**config.mk**
```make
export PLATFORM = sky130hd
export DESIGN_NAME = swk_trim_regs
export DESIGN_NICKNAME = d
export VERILOG_FILES = /design/src/swk_trim_pkg.sv /design/src/swk_trim_regs.sv
export SDC_FILE = /design/constraint.sdc
export NUM_CORES = 1
export LEC_CHECK = 0
export ABC_AREA = 1
export BUFFER_PORTS_ARGS = -buffer_cell sky130_fd_sc_hd__buf_4
export CAP_MARGIN = 20
export CELL_PAD_IN_SITES_DETAIL_PLACEMENT = 0
export CELL_PAD_IN_SITES_GLOBAL_PLACEMENT = 1
export CORE_MARGIN = 1
export CORE_UTILIZATION = 32
export CTS_BUF_LIST = sky130_fd_sc_hd__clkbuf_8
export DETAILED_ROUTE_END_ITERATION = 6
export PLACE_DENSITY_LB_ADDON = 0.1
export REMOVE_ABC_BUFFERS = 1
export SYNTH_ARGS = -nofsm -noshare
export SYNTH_HDL_FRONTEND = slang
export SYNTH_SLANG_ARGS = --single-unit
```
**constraint.sdc**
```tcl
create_clock -name clk -period 1 [get_ports clk]
set_input_delay 0.1 -clock clk [delete_from_list [all_inputs] [get_ports clk]]
set_output_delay 0.1 -clock clk [all_outputs]
set_load 0.01 [all_outputs]
```
**src/swk_trim_pkg.sv**
```systemverilog
// Package: register map, field layout, reset values and codes
// for the selective-wake trim and recovery register bank.
// Assumes a byte-wide register port with 7-bit addresses.
package swk_trim_pkg;

	// ------------------------------------------------------------
	// Register addresses
	// ------------------------------------------------------------
	localparam logic [6:0] ADDR_OSC_TRIM_LOW = 7'h38;
	localparam logic [6:0] ADDR_WAKE_OPTIONS = 7'h39;
	localparam logic [6:0] ADDR_CAL_HIGH = 7'h3a;
	localparam logic [6:0] ADDR_CAL_LOW = 7'h3b;
	localparam logic [6:0] ADDR_RECOVERY_ONE = 7'h3c;
	localparam logic [6:0] ADDR_RECOVERY_TWO = 7'h3d;

	// ------------------------------------------------------------
	// Field positions
	// ------------------------------------------------------------
	localparam int RX_SEL_BIT = 7;
	localparam int COARSE_MSB = 4;
	localparam int FILT_LSB = 2;
	localparam int ENABLE_BIT = 0;

	// ------------------------------------------------------------
	// Reset values and codes
	// ------------------------------------------------------------
	localparam logic [7:0] RST_TRIM_LOW = 8'h00;
	localparam logic [4:0] RST_COARSE = 5'h00;
	localparam logic [7:0] RST_CAL = 8'h00;
	localparam logic [1:0] RST_FILT = 2'h1;
	localparam logic [1:0] RST_CLK_SEL = 2'h0;
	localparam logic RST_RX_SEL = 1'b0;
	localparam logic RST_ENABLE = 1'b0;
	localparam logic [7:0] RST_RDATA = 8'h00;
	localparam logic [1:0] TRIM_UNLOCK = 2'h3;
	localparam logic [7:0] MASK_OPTIONS = 8'h9f;
	localparam logic [7:0] MASK_RECOVERY_ONE = 8'h0d;
	localparam logic [7:0] MASK_RECOVERY_TWO = 8'h03;

	// Filter time constants and edge-spacing bounds
	localparam logic [5:0] TC_8 = 6'h08;
	localparam logic [5:0] TC_16 = 6'h10;
	localparam logic [5:0] TC_32 = 6'h20;
	localparam logic [3:0] SPACE_SHORT_MAX = 4'h3;
	localparam logic [3:0] SPACE_MID_MAX = 4'h8;

	typedef enum logic [1:0] {
		FILT_8 = 2'h0,
		FILT_16 = 2'h1,
		FILT_32 = 2'h2,
		FILT_ADAPT = 2'h3
	} filt_sel_t;

	// Recovery clock in MHz per select code
	typedef enum logic [1:0] {
		CLK_80 = 2'h0,
		CLK_40 = 2'h1,
		CLK_20 = 2'h2,
		CLK_10 = 2'h3
	} clk_sel_t;

	typedef struct packed {
		logic [6:0] addr;
		logic [7:0] wdata;
		logic wr;
	} reg_req_t;

	typedef struct packed {
		logic [12:0] oscillator_trim;
		logic wake_receiver_select;
		filt_sel_t filter_constant_select;
		logic recovery_enable;
		clk_sel_t recovery_clock_select;
	} cfg_t;

endpackage

```
**src/swk_trim_regs.sv**
```systemverilog
// Register bank for oscillator trim, wake receiver choice,
// calibration status and recovery filter and clock settings.
// Assumes the serial front end delivers decoded byte accesses
// and that measurement inputs are already on clk.
//
// How it works
// - Low trim byte writable only when unlocked
// - Trim bits 4:0 are fine step
// - Trim bits 7:5 set temperature coefficient
// - Coarse trim in options 4:0, unlocked
// - Options bit 7 picks wake receiver
// - Reserved bits read back zero
// - Calibration bytes read-only, reset zero
// - Filter codes 0..2 give 8,16,32
// - Code 3 adapts constant to edge spacing
// - Control-one bit 0 enables recovery
// - Control-two bits 1:0 pick recovery clock
`timescale 1ns/1ps

module swk_trim_regs (
	// Clock and reset
	input wire logic clk,
	input wire logic rst_n,
	// Register access
	input wire swk_trim_pkg::reg_req_t req,
	input wire logic [1:0] trim_enable,
	output logic [7:0] rdata,
	// Recovery measurement
	input wire logic cal_valid,
	input wire logic [15:0] cal_value,
	input wire logic [3:0] edge_spacing,
	// Configuration out
	output swk_trim_pkg::cfg_t cfg,
	output logic [5:0] filter_time_constant
);

	// ------------------------------------------------------------
	// Storage
	// ------------------------------------------------------------
	logic [7:0] trim_low;
	logic [4:0] coarse;
	logic rx_sel;
	logic [7:0] cal_high;
	logic [7:0] cal_low;
	swk_trim_pkg::filt_sel_t filt;
	logic rec_en;
	swk_trim_pkg::clk_sel_t clk_sel;

	// ------------------------------------------------------------
	// Decode
	// ------------------------------------------------------------
	wire unlocked = trim_enable == swk_trim_pkg::TRIM_UNLOCK;
	wire wr_trim = req.wr && req.addr == swk_trim_pkg::ADDR_OSC_TRIM_LOW;
	wire wr_opt = req.wr && req.addr == swk_trim_pkg::ADDR_WAKE_OPTIONS;
	wire wr_one = req.wr && req.addr == swk_trim_pkg::ADDR_RECOVERY_ONE;
	wire wr_two = req.wr && req.addr == swk_trim_pkg::ADDR_RECOVERY_TWO;
	wire [7:0] opt_val = {rx_sel, 2'h0, coarse};
	wire [7:0] one_val = {4'h0, filt, 1'b0, rec_en};
	wire [7:0] two_val = {6'h0, clk_sel};
	logic [7:0] next_rdata;

	always_comb begin
		case (req.addr)
			swk_trim_pkg::ADDR_OSC_TRIM_LOW: next_rdata = trim_low;
			swk_trim_pkg::ADDR_WAKE_OPTIONS: next_rdata = opt_val;
			swk_trim_pkg::ADDR_CAL_HIGH: next_rdata = cal_high;
			swk_trim_pkg::ADDR_CAL_LOW: next_rdata = cal_low;
			swk_trim_pkg::ADDR_RECOVERY_ONE: next_rdata = one_val;
			swk_trim_pkg::ADDR_RECOVERY_TWO: next_rdata = two_val;
			default: next_rdata = 8'h00;
		endcase
	end

	always_ff @(posedge clk) begin
		if (!rst_n)
			rdata <= swk_trim_pkg::RST_RDATA;
		else
			rdata <= next_rdata;
	end

	// ------------------------------------------------------------
	// Trim and receiver select
	// ------------------------------------------------------------
	always_ff @(posedge clk) begin
		if (!rst_n) begin
			trim_low <= swk_trim_pkg::RST_TRIM_LOW;
			coarse <= swk_trim_pkg::RST_COARSE;
			rx_sel <= swk_trim_pkg::RST_RX_SEL;
		end else begin
			if (wr_trim && unlocked)
				trim_low <= req.wdata;
			if (wr_opt && unlocked) begin
				coarse <= req.wdata[swk_trim_pkg::COARSE_MSB:0];
				rx_sel <= req.wdata[swk_trim_pkg::RX_SEL_BIT];
			end
		end
	end

	// ------------------------------------------------------------
	// Recovery controls
	// ------------------------------------------------------------
	always_ff @(posedge clk) begin
		if (!rst_n) begin
			filt <= swk_trim_pkg::filt_sel_t'(swk_trim_pkg::RST_FILT);
			rec_en <= swk_trim_pkg::RST_ENABLE;
			clk_sel <= swk_trim_pkg::clk_sel_t'(swk_trim_pkg::RST_CLK_SEL);
		end else begin
			if (wr_one) begin
				filt <= swk_trim_pkg::filt_sel_t'(
					req.wdata[swk_trim_pkg::FILT_LSB +: 2]);
				rec_en <= req.wdata[swk_trim_pkg::ENABLE_BIT];
			end
			if (wr_two)
				clk_sel <= swk_trim_pkg::clk_sel_t'(req.wdata[1:0]);
		end
	end

	// ------------------------------------------------------------
	// Calibration status, no write path
	// ------------------------------------------------------------
	always_ff @(posedge clk) begin
		if (!rst_n) begin
			cal_high <= swk_trim_pkg::RST_CAL;
			cal_low <= swk_trim_pkg::RST_CAL;
		end else if (cal_valid) begin
			cal_high <= cal_value[15:8];
			cal_low <= cal_value[7:0];
		end
	end

	// ------------------------------------------------------------
	// Outputs
	// ------------------------------------------------------------
	// Fine steps in [4:0], temperature coefficient in [7:5]
	assign cfg.oscillator_trim = {coarse, trim_low};
	assign cfg.wake_receiver_select = rx_sel;
	assign cfg.filter_constant_select = filt;
	assign cfg.recovery_enable = rec_en;
	assign cfg.recovery_clock_select = clk_sel;

	function automatic logic [5:0] time_const(
		input swk_trim_pkg::filt_sel_t f, input logic [3:0] sp);
		case (f)
			swk_trim_pkg::FILT_8: time_const = swk_trim_pkg::TC_8;
			swk_trim_pkg::FILT_16: time_const = swk_trim_pkg::TC_16;
			swk_trim_pkg::FILT_32: time_const = swk_trim_pkg::TC_32;
			default: begin
				if (sp <= swk_trim_pkg::SPACE_SHORT_MAX)
					time_const = swk_trim_pkg::TC_32;
				else if (sp <= swk_trim_pkg::SPACE_MID_MAX)
					time_const = swk_trim_pkg::TC_16;
				else
					time_const = swk_trim_pkg::TC_8;
			end
		endcase
	endfunction

	always_ff @(posedge clk) begin
		if (!rst_n)
			filter_time_constant <= swk_trim_pkg::TC_16;
		else
			filter_time_constant <= time_const(filt, edge_spacing);
	end

	// ------------------------------------------------------------
	// Checks
	// ------------------------------------------------------------
	AST_TRIM_LOCKED: assert property (@(posedge clk) disable iff (!rst_n)
		wr_trim && !unlocked |=> $stable(trim_low))
		else $error("Trim byte changed while locked");
	AST_TRIM_WRITE: assert property (@(posedge clk) disable iff (!rst_n)
		wr_trim && unlocked |=> trim_low == $past(req.wdata))
		else $error("Unlocked trim write not stored");
	AST_COARSE_LOCKED: assert property (@(posedge clk)
		disable iff (!rst_n)
		wr_opt && !unlocked |=> $stable(coarse) && $stable(rx_sel))
		else $error("Options changed while locked");
	AST_RX_SEL: assert property (@(posedge clk) disable iff (!rst_n)
		wr_opt && unlocked |=> cfg.wake_receiver_select == $past(req.wdata[7]))
		else $error("Receiver select not taken");
	AST_RESERVED: assert property (@(posedge clk) disable iff (!rst_n)
		(req.addr == swk_trim_pkg::ADDR_RECOVERY_ONE
		|=> (rdata & ~swk_trim_pkg::MASK_RECOVERY_ONE) == 8'h00)
		and (req.addr == swk_trim_pkg::ADDR_WAKE_OPTIONS
		|=> (rdata & ~swk_trim_pkg::MASK_OPTIONS) == 8'h00))
		else $error("Reserved bits read nonzero");
	AST_CAL_RO: assert property (@(posedge clk) disable iff (!rst_n)
		!cal_valid |=> $stable(cal_high) && $stable(cal_low))
		else $error("Calibration changed without measurement");
	AST_FILT_FIXED: assert property (@(posedge clk) disable iff (!rst_n)
		filt == swk_trim_pkg::FILT_32 ##1 filt == swk_trim_pkg::FILT_32
		|-> filter_time_constant == swk_trim_pkg::TC_32)
		else $error("Fixed filter constant wrong");
	AST_FILT_ADAPT: assert property (@(posedge clk) disable iff (!rst_n)
		filt == swk_trim_pkg::FILT_ADAPT && edge_spacing >= 4'h9
		|=> filter_time_constant == swk_trim_pkg::TC_8)
		else $error("Adaptive constant wrong for wide spacing");
	AST_ENABLE: assert property (@(posedge clk) disable iff (!rst_n)
		wr_one |=> cfg.recovery_enable == $past(req.wdata[0]))
		else $error("Recovery enable not taken");
	AST_CLK_SEL: assert property (@(posedge clk) disable iff (!rst_n)
		wr_two |=> cfg.recovery_clock_select == $past(req.wdata[1:0]))
		else $error("Recovery clock select not taken");
	AST_RESERVED_TWO: assert property (@(posedge clk)
		disable iff (!rst_n)
		req.addr == swk_trim_pkg::ADDR_RECOVERY_TWO
		|=> (rdata & ~swk_trim_pkg::MASK_RECOVERY_TWO) == 8'h00)
		else $error("Reserved control-two bits read nonzero");
	AST_FILT_EIGHT: assert property (@(posedge clk) disable iff (!rst_n)
		filt == swk_trim_pkg::FILT_8 ##1 filt == swk_trim_pkg::FILT_8
		|-> filter_time_constant == swk_trim_pkg::TC_8)
		else $error("Shortest filter constant wrong");
	AST_CAL_LOAD: assert property (@(posedge clk) disable iff (!rst_n)
		cal_valid |=> {cal_high, cal_low} == $past(cal_value))
		else $error("Calibration bytes not loaded");

	COV_UNLOCK_WR: cover property (@(posedge clk) wr_trim && unlocked);
	COV_LOCK_WR: cover property (@(posedge clk) wr_opt && !unlocked);
	COV_ADAPT: cover property (@(posedge clk)
		filt == swk_trim_pkg::FILT_ADAPT);
	COV_CAL: cover property (@(posedge clk) cal_valid);
	COV_REC_EN: cover property (@(posedge clk) wr_one && req.wdata[0]);

endmodule

```
Word level (Yosys, flattened, before mapping) --
Cells that the tools add are included.
Storage, ports and cells: input port bits 41, word-level logic and storage cells 32, flip-flop bits (word level) 49, output and inout bits 33
Cells by class: equal/unequal tests 9, multiplexer cells 4, order comparisons 2, reductions and logical operators 7
Operators with widths (count):
- 8-bit one-hot mux with 6 select lines | 1
- 7-bit by 6-bit == test with 1-bit output, second input constant | 6
- 6-bit one-hot mux with 3 select lines | 1
- 1-bit logical AND | 6
- 6-bit 2-to-1 mux | 1
- 5-bit 2-to-1 mux | 1
- 2-bit == test, second input constant | 2
- 4-bit by 2-bit <= comparator with 1-bit output, second input constant | 1
- 4-bit <= comparator, second input constant | 1
- 2-bit by 1-bit == test with 1-bit output, second input constant | 1
- 2-bit logical NOT | 1

Longest topological paths before layout --
depth after elaboration 4, mapped depth 7, mapped depth without buffers 7

Worst setup path after synthesis --
Ideal clock, no wire load.
path kind input-to-reg, start point input req[11] in the netlist's numbering, end point register coarse[0], setup time 117 ps, arrival time 809 ps, setup slack 74 ps, required time 883 ps, buffers on the path 1, cell stages on the path 7, cell sequence inv_2 nand2_2 nor2_4 nand3_2 buf_4 o21ai_1 a21oi_1
On the way: longest elaborated chain between the ends 3
Ends and longest elaborated chain:
- from (decl) | RTL line swk_trim_regs.sv:25 | input wire swk_trim_pkg::reg_req_t req,
- 7-bit by 6-bit == test with 1-bit output | RTL line swk_trim_regs.sv:54 | wire wr_opt = req.wr && req.addr == swk_trim_pkg::ADDR_WAKE_OPTIONS;
- 1-bit logical AND | RTL line swk_trim_regs.sv:54
- 1-bit logical AND | RTL line swk_trim_regs.sv:92 | if (wr_opt && unlocked) begin
- to (signal assigned) | RTL line swk_trim_regs.sv:87 | coarse <= swk_trim_pkg::RST_COARSE;
- to (signal assigned) | RTL line swk_trim_regs.sv:93 | coarse <= req.wdata[swk_trim_pkg::COARSE_MSB:0];
- to (decl) | RTL line swk_trim_regs.sv:41 | logic [4:0] coarse;
Every way passes these cells. A chain may end at the register's enable or synchronous reset.

Worst setup path in the final report --
start point register filt[1], end point output cfg[4] in the netlist's numbering
RTL lines:
- from (decl) | RTL line swk_trim_regs.sv:45 | swk_trim_pkg::filt_sel_t filt;
- from (signal assigned) | RTL line swk_trim_regs.sv:104 | filt <= swk_trim_pkg::filt_sel_t'(swk_trim_pkg::RST_FILT);
- from (signal assigned) | RTL line swk_trim_regs.sv:109 | filt <= swk_trim_pkg::filt_sel_t'(
- to (decl) | RTL line swk_trim_regs.sv:33 | output swk_trim_pkg::cfg_t cfg,
No word-level cell between the ends.

==> results by stage <==
Global routing:
- The largest net degree at the start of global routing is 23.
- The fraction of met3 tracks used by global routing is 0.0398.
- met2 is the most crowded layer.
- For met2 alone, demand over resource in global routing was 0.281.
- The number of global-route vias before repair is 1763.
- The total congestion overflow is 0.
- Across every metal layer, demand over resource in global routing totals 0.173.
- The wire length of the first global-routing pass is 8.36 mm.
- The met1 routing resource usage after global routing is 0.223.
- The number of antenna violations at the first check in global routing is 0.

Synthesis:
- By count the netlist is led by dfxtp_1 (46), nor2_1 (41), nand3_1 (30), o21ai_0 (26), inv_1 (25).
- The fraction of registers with async set/reset is 0.
- dfxtp_1 takes more of the synthesized area than any other cell.
- After synthesis, the mean cell area works out to 7.54 um^2.
- The xor and xnor fraction of the mapped netlist area is 0.
- Yosys printed 0 warnings.
- Of the total synthesized cell area, the portion taken by full adders, half adders and majority gates is 0.
- The cell count after synthesis came out at ~260.
- The cell area after synthesis is 1970 um^2.
- The register bit total from synthesis is 46.
- Of the synthesized area, sequential elements account for 0.468.
- The share of the synthesized area in the top cell type is 0.468.
- After synthesis, the cell types taking the most area are dfxtp_1 (47%), nor2_1 (7.8%), nand3_1 (7.6%).
- The number of distinct library cells after synthesis is 25.
- The number of flops mapped to enable cells by yosys is 0.
- The portion of synthesized area spent on multiplexers is 0.
- The flip-flop cell with the highest count after synthesis is dfxtp_1.
- The combinational family with the most area after synthesis is simple AND/OR/NAND/NOR gates.
- Of the total synthesized cell area, the portion taken by AND, OR, NAND and NOR gates is 0.236.
- By instance count, the leading cell after synthesis is dfxtp_1.
- The post-synthesis compound-gate area fraction is 0.186.

Timing:
- The max-slew violation count was 0.
- Setup repair after global routing left no endpoint under its margin.
- The final period demand of the worst path is 0.955 ns.
- The final period utilization is 0.955.
- The number of hold violations in the final report is 0.
- Between clock sinks in the finished design, the worst skew comes to 0.00417 ns.
- Across all hold checks on the routed design, the worst slack comes to 0.0257 ns.
- Setup violations remaining at the end of the flow were counted as 0.
- Derived from the worst setup path, the maximum achievable clock frequency is 1.05 GHz.
- For the final routed database, the setup TNS stands at 0 ns.

Worst hold path:
- The end point of the most critical hold path is cal_high[0]$_SDFFE_PN0P_.
- The worst hold path cell count is 3.
- The startpoint identified for the worst hold timing path is cal_value[8].
- The min-delay analysis places its worst path in the category input pin to flip-flop.

Cells and area:
- After filler insertion, the fill cell instance count of the layout stands at roughly 630.
- The finished cells cover between 2000 and 3000 um^2.
- Summing all flip-flop and latch instances after layout gives ~920 um^2.
- Measured on the finished design, the core utilization comes to 0.463.
- The area of the multi-input gates is about 840 um^2.
- The final-stage net count is 382.
- The final instance count without filler cells is 417.
- The repair_antennas step left the layout with diodes totalling 0.
- Compared with the post-synthesis result, the final layout area differs by 39.5%.
- In the final layout, the share of cells above drive strength 1 is 0.325.

Route:
- Dividing the detail-routed via count by the number of cells gives 4.54.
- After detailed routing, the number of remaining DRC violations is 0.
- After detailed routing, the total wire length is 5.12 mm.
- Before antenna repair, the detailed router went through 4 iterations.
- The count of nets left with antenna violations once routing finished came out at 0.
- The number of DRC markers in iteration 0 is 79.
- The total via count in the routed design is about 1900.
- In the final routed layout, each cell accounts on average for roughly 12 um.

Setup path:
- At the worst endpoint, the required time is 0.90 ns.
- The number of buffers and inverters on the critical path is 2.
- Counting cells, the worst reg-to-reg path comes to 5.
- The setup slack on the worst flop-to-flop path is 0.08 ns.
- In this run the critical register-to-register path is launched from filt[1]$_SDFFE_PN0P_.
- In this design, the largest share of critical-path delay is due to flip-flops.
- The kind of end point of the critical path is a primary output.
- Data arrives at the worst endpoint at 0.85 ns.
- The element type at the critical path start is a flip-flop.
- The critical path in this run is classified as flip-flop to primary output.
- The startpoint of the worst setup timing path is filt[1]$_SDFFE_PN0P_.
- The largest stage delay on the critical path is around 0.32 ns.
- The largest driver fanout on the critical path is 3.
- The critical path goes through buf_4 > buf_6.
- The endpoint identified for the worst register-to-register timing path is rdata[3]$_SDFF_PN0_.
- The slowest stage of the critical path is the dfxtp_2 cell.

Clocking:
- In this run, post-CTS hold repair placed 0 buffers.
- Clock tree synthesis inserted a total of 5 buffers.
- CTS built an H-tree with a depth of 2.
- At the later pin of the worst-skew pair, clock insertion delay measures slightly below 0.3 ns.
- The number of clock sinks is 46.
- The largest buffer count on any clock path is 2.
- Clock-pin slew was measured on the worst setup and hold paths at 0.08 ns.
- The clock tree from TritonCTS is built.
- The master cell of the clock root buffer is clkbuf_8.

Power and ir drop:
- IR analysis of the VDD net gives a maximum drop of 0.856 mV.
- For this design the static power due to leakage is 1.21 nW.
- In this run the power density over the cells is 1250 nW/um^2.

Placed design:
- Detailed placement finished with a half-perimeter wire length of roughly 3.9 mm.
- The count of buffers added on input and output ports is 70.
- At the end of routability-driven placement, the weighted congestion stood at around 0.88.
- The cell total after placement is 408.
- The placed cell area is between 2000 and 3000 um^2.

Die:
- The total I/O pin count is between 70 and 80.
- The area enclosed by the die boundary is 6460 um^2.
- Measured along the y axis, the die boundary spans 80.4 um.
- The placeable core region is between 5000 and 6000 um^2.
- Row generation in the floorplan step produced 28 rows.
- The starting utilization of the core area is 0.332.
- In this run the horizontal extent of the chip is approximately 80 um.

Run:
- The number of maximum-capacitance violations is 0.

Outcome:
- The flow ran to the end, and the final reports show no timing, DRC or antenna violations.
[state kept, by name, summed over array words and instances (netlist names)]
register / flops
cal_low: 8
coarse: 5
clk_sel: 2
filt: 2
rdata: 8
cal_high: 8
rec_en: 1
rx_sel: 1
trim_low: 8
filter_time_constant: 3
[worst min-delay path: cells and delay by family]
kind	cells	cell delay [ns]
simple gates	2	0.11
buf+inv	1	0.07
[power by group]
part	switching [mW]	internal [mW]	leakage (nW)
registers	0.0211	1.88	0.375
logic	0.186	0.188	0.780
clock network	0.606	0.548	0.0524
[through the flow]
stage               setup WS, ns  total power, mW
finish                    0.0454             3.43
global route              0.0167             3.61
CTS                      0.00369             3.47
detailed placement        -0.208             2.32
global placement          -0.214             2.31
floorplan                 -0.265             2.07
[layer usage]
layer | vias to the layer above | part of all wire
met1 | 837 | 0.47
met2 | 43 | 0.47
met3 | 4 | 0.043
met5 | - | 0
li1 | 1011 | -
met4 | 0 | 0.0096
[final cells by class]
cell class | instances | area share
clock buffer | 6 | 0.0301
sequential | 46 | 0.337
timing repair buffer | 87 | 0.250
clock inverter | 2 | 0.00319
tap | 75 | 0.0342
inverter | 29 | 0.0397
multi-input combinational | 172 | 0.306
[cell usage in the layout (no fill, tap or decap), drive strengths merged]
master | synthesis | layout
o21ai | 46 | 46
nand4 | 1 | 1
clkbuf | 6 | 6
o31a | 1 | 1
nand2 | 16 | 16
clkinv | 1 | 2
a21oi | 23 | 23
dfxtp | 46 | 46
nor2 | 47 | 47
nand3 | 33 | 33
inv | 28 | 29
a21boi | 1 | 1
and3 | 1 | 1
conb | 1 | 3
buf | 10 | 87
[worst max path at each step]
stage                               end  slack (ns)  depth (start not counted)
2_1_floorplan  trim_low[1]$_SDFFE_PN0P_       -0.27                          5
3_3_place_gp        rdata[0]$_SDFF_PN0_       -0.21                          9
3_5_place_dp        rdata[5]$_SDFF_PN0_       -0.21                          8
4_1_cts                          cfg[3]       0.004                          1
5_1_grt                          cfg[4]        0.02                          2
6_report                         cfg[4]        0.05                          2
[kinds of logic after synthesis]
logic type             count (synthesis)
AOI/OAI and AO/OA                     71
DFF                                   46
other                                  1
and+or+nand+nor                       98
buffers and inverters                 45
[repair_timing]
| action | in CTS | in global routing |
|---|---|---|
| resized for setup | 1 | 3 |
| cloned | 0 | 0 |
| endpoints found under the setup margin | 1 | 4 |
| endpoints found under the hold margin | 0 | 0 |
| buffers inserted | 1 | 0 |
(Power assumes the default switching activity.)
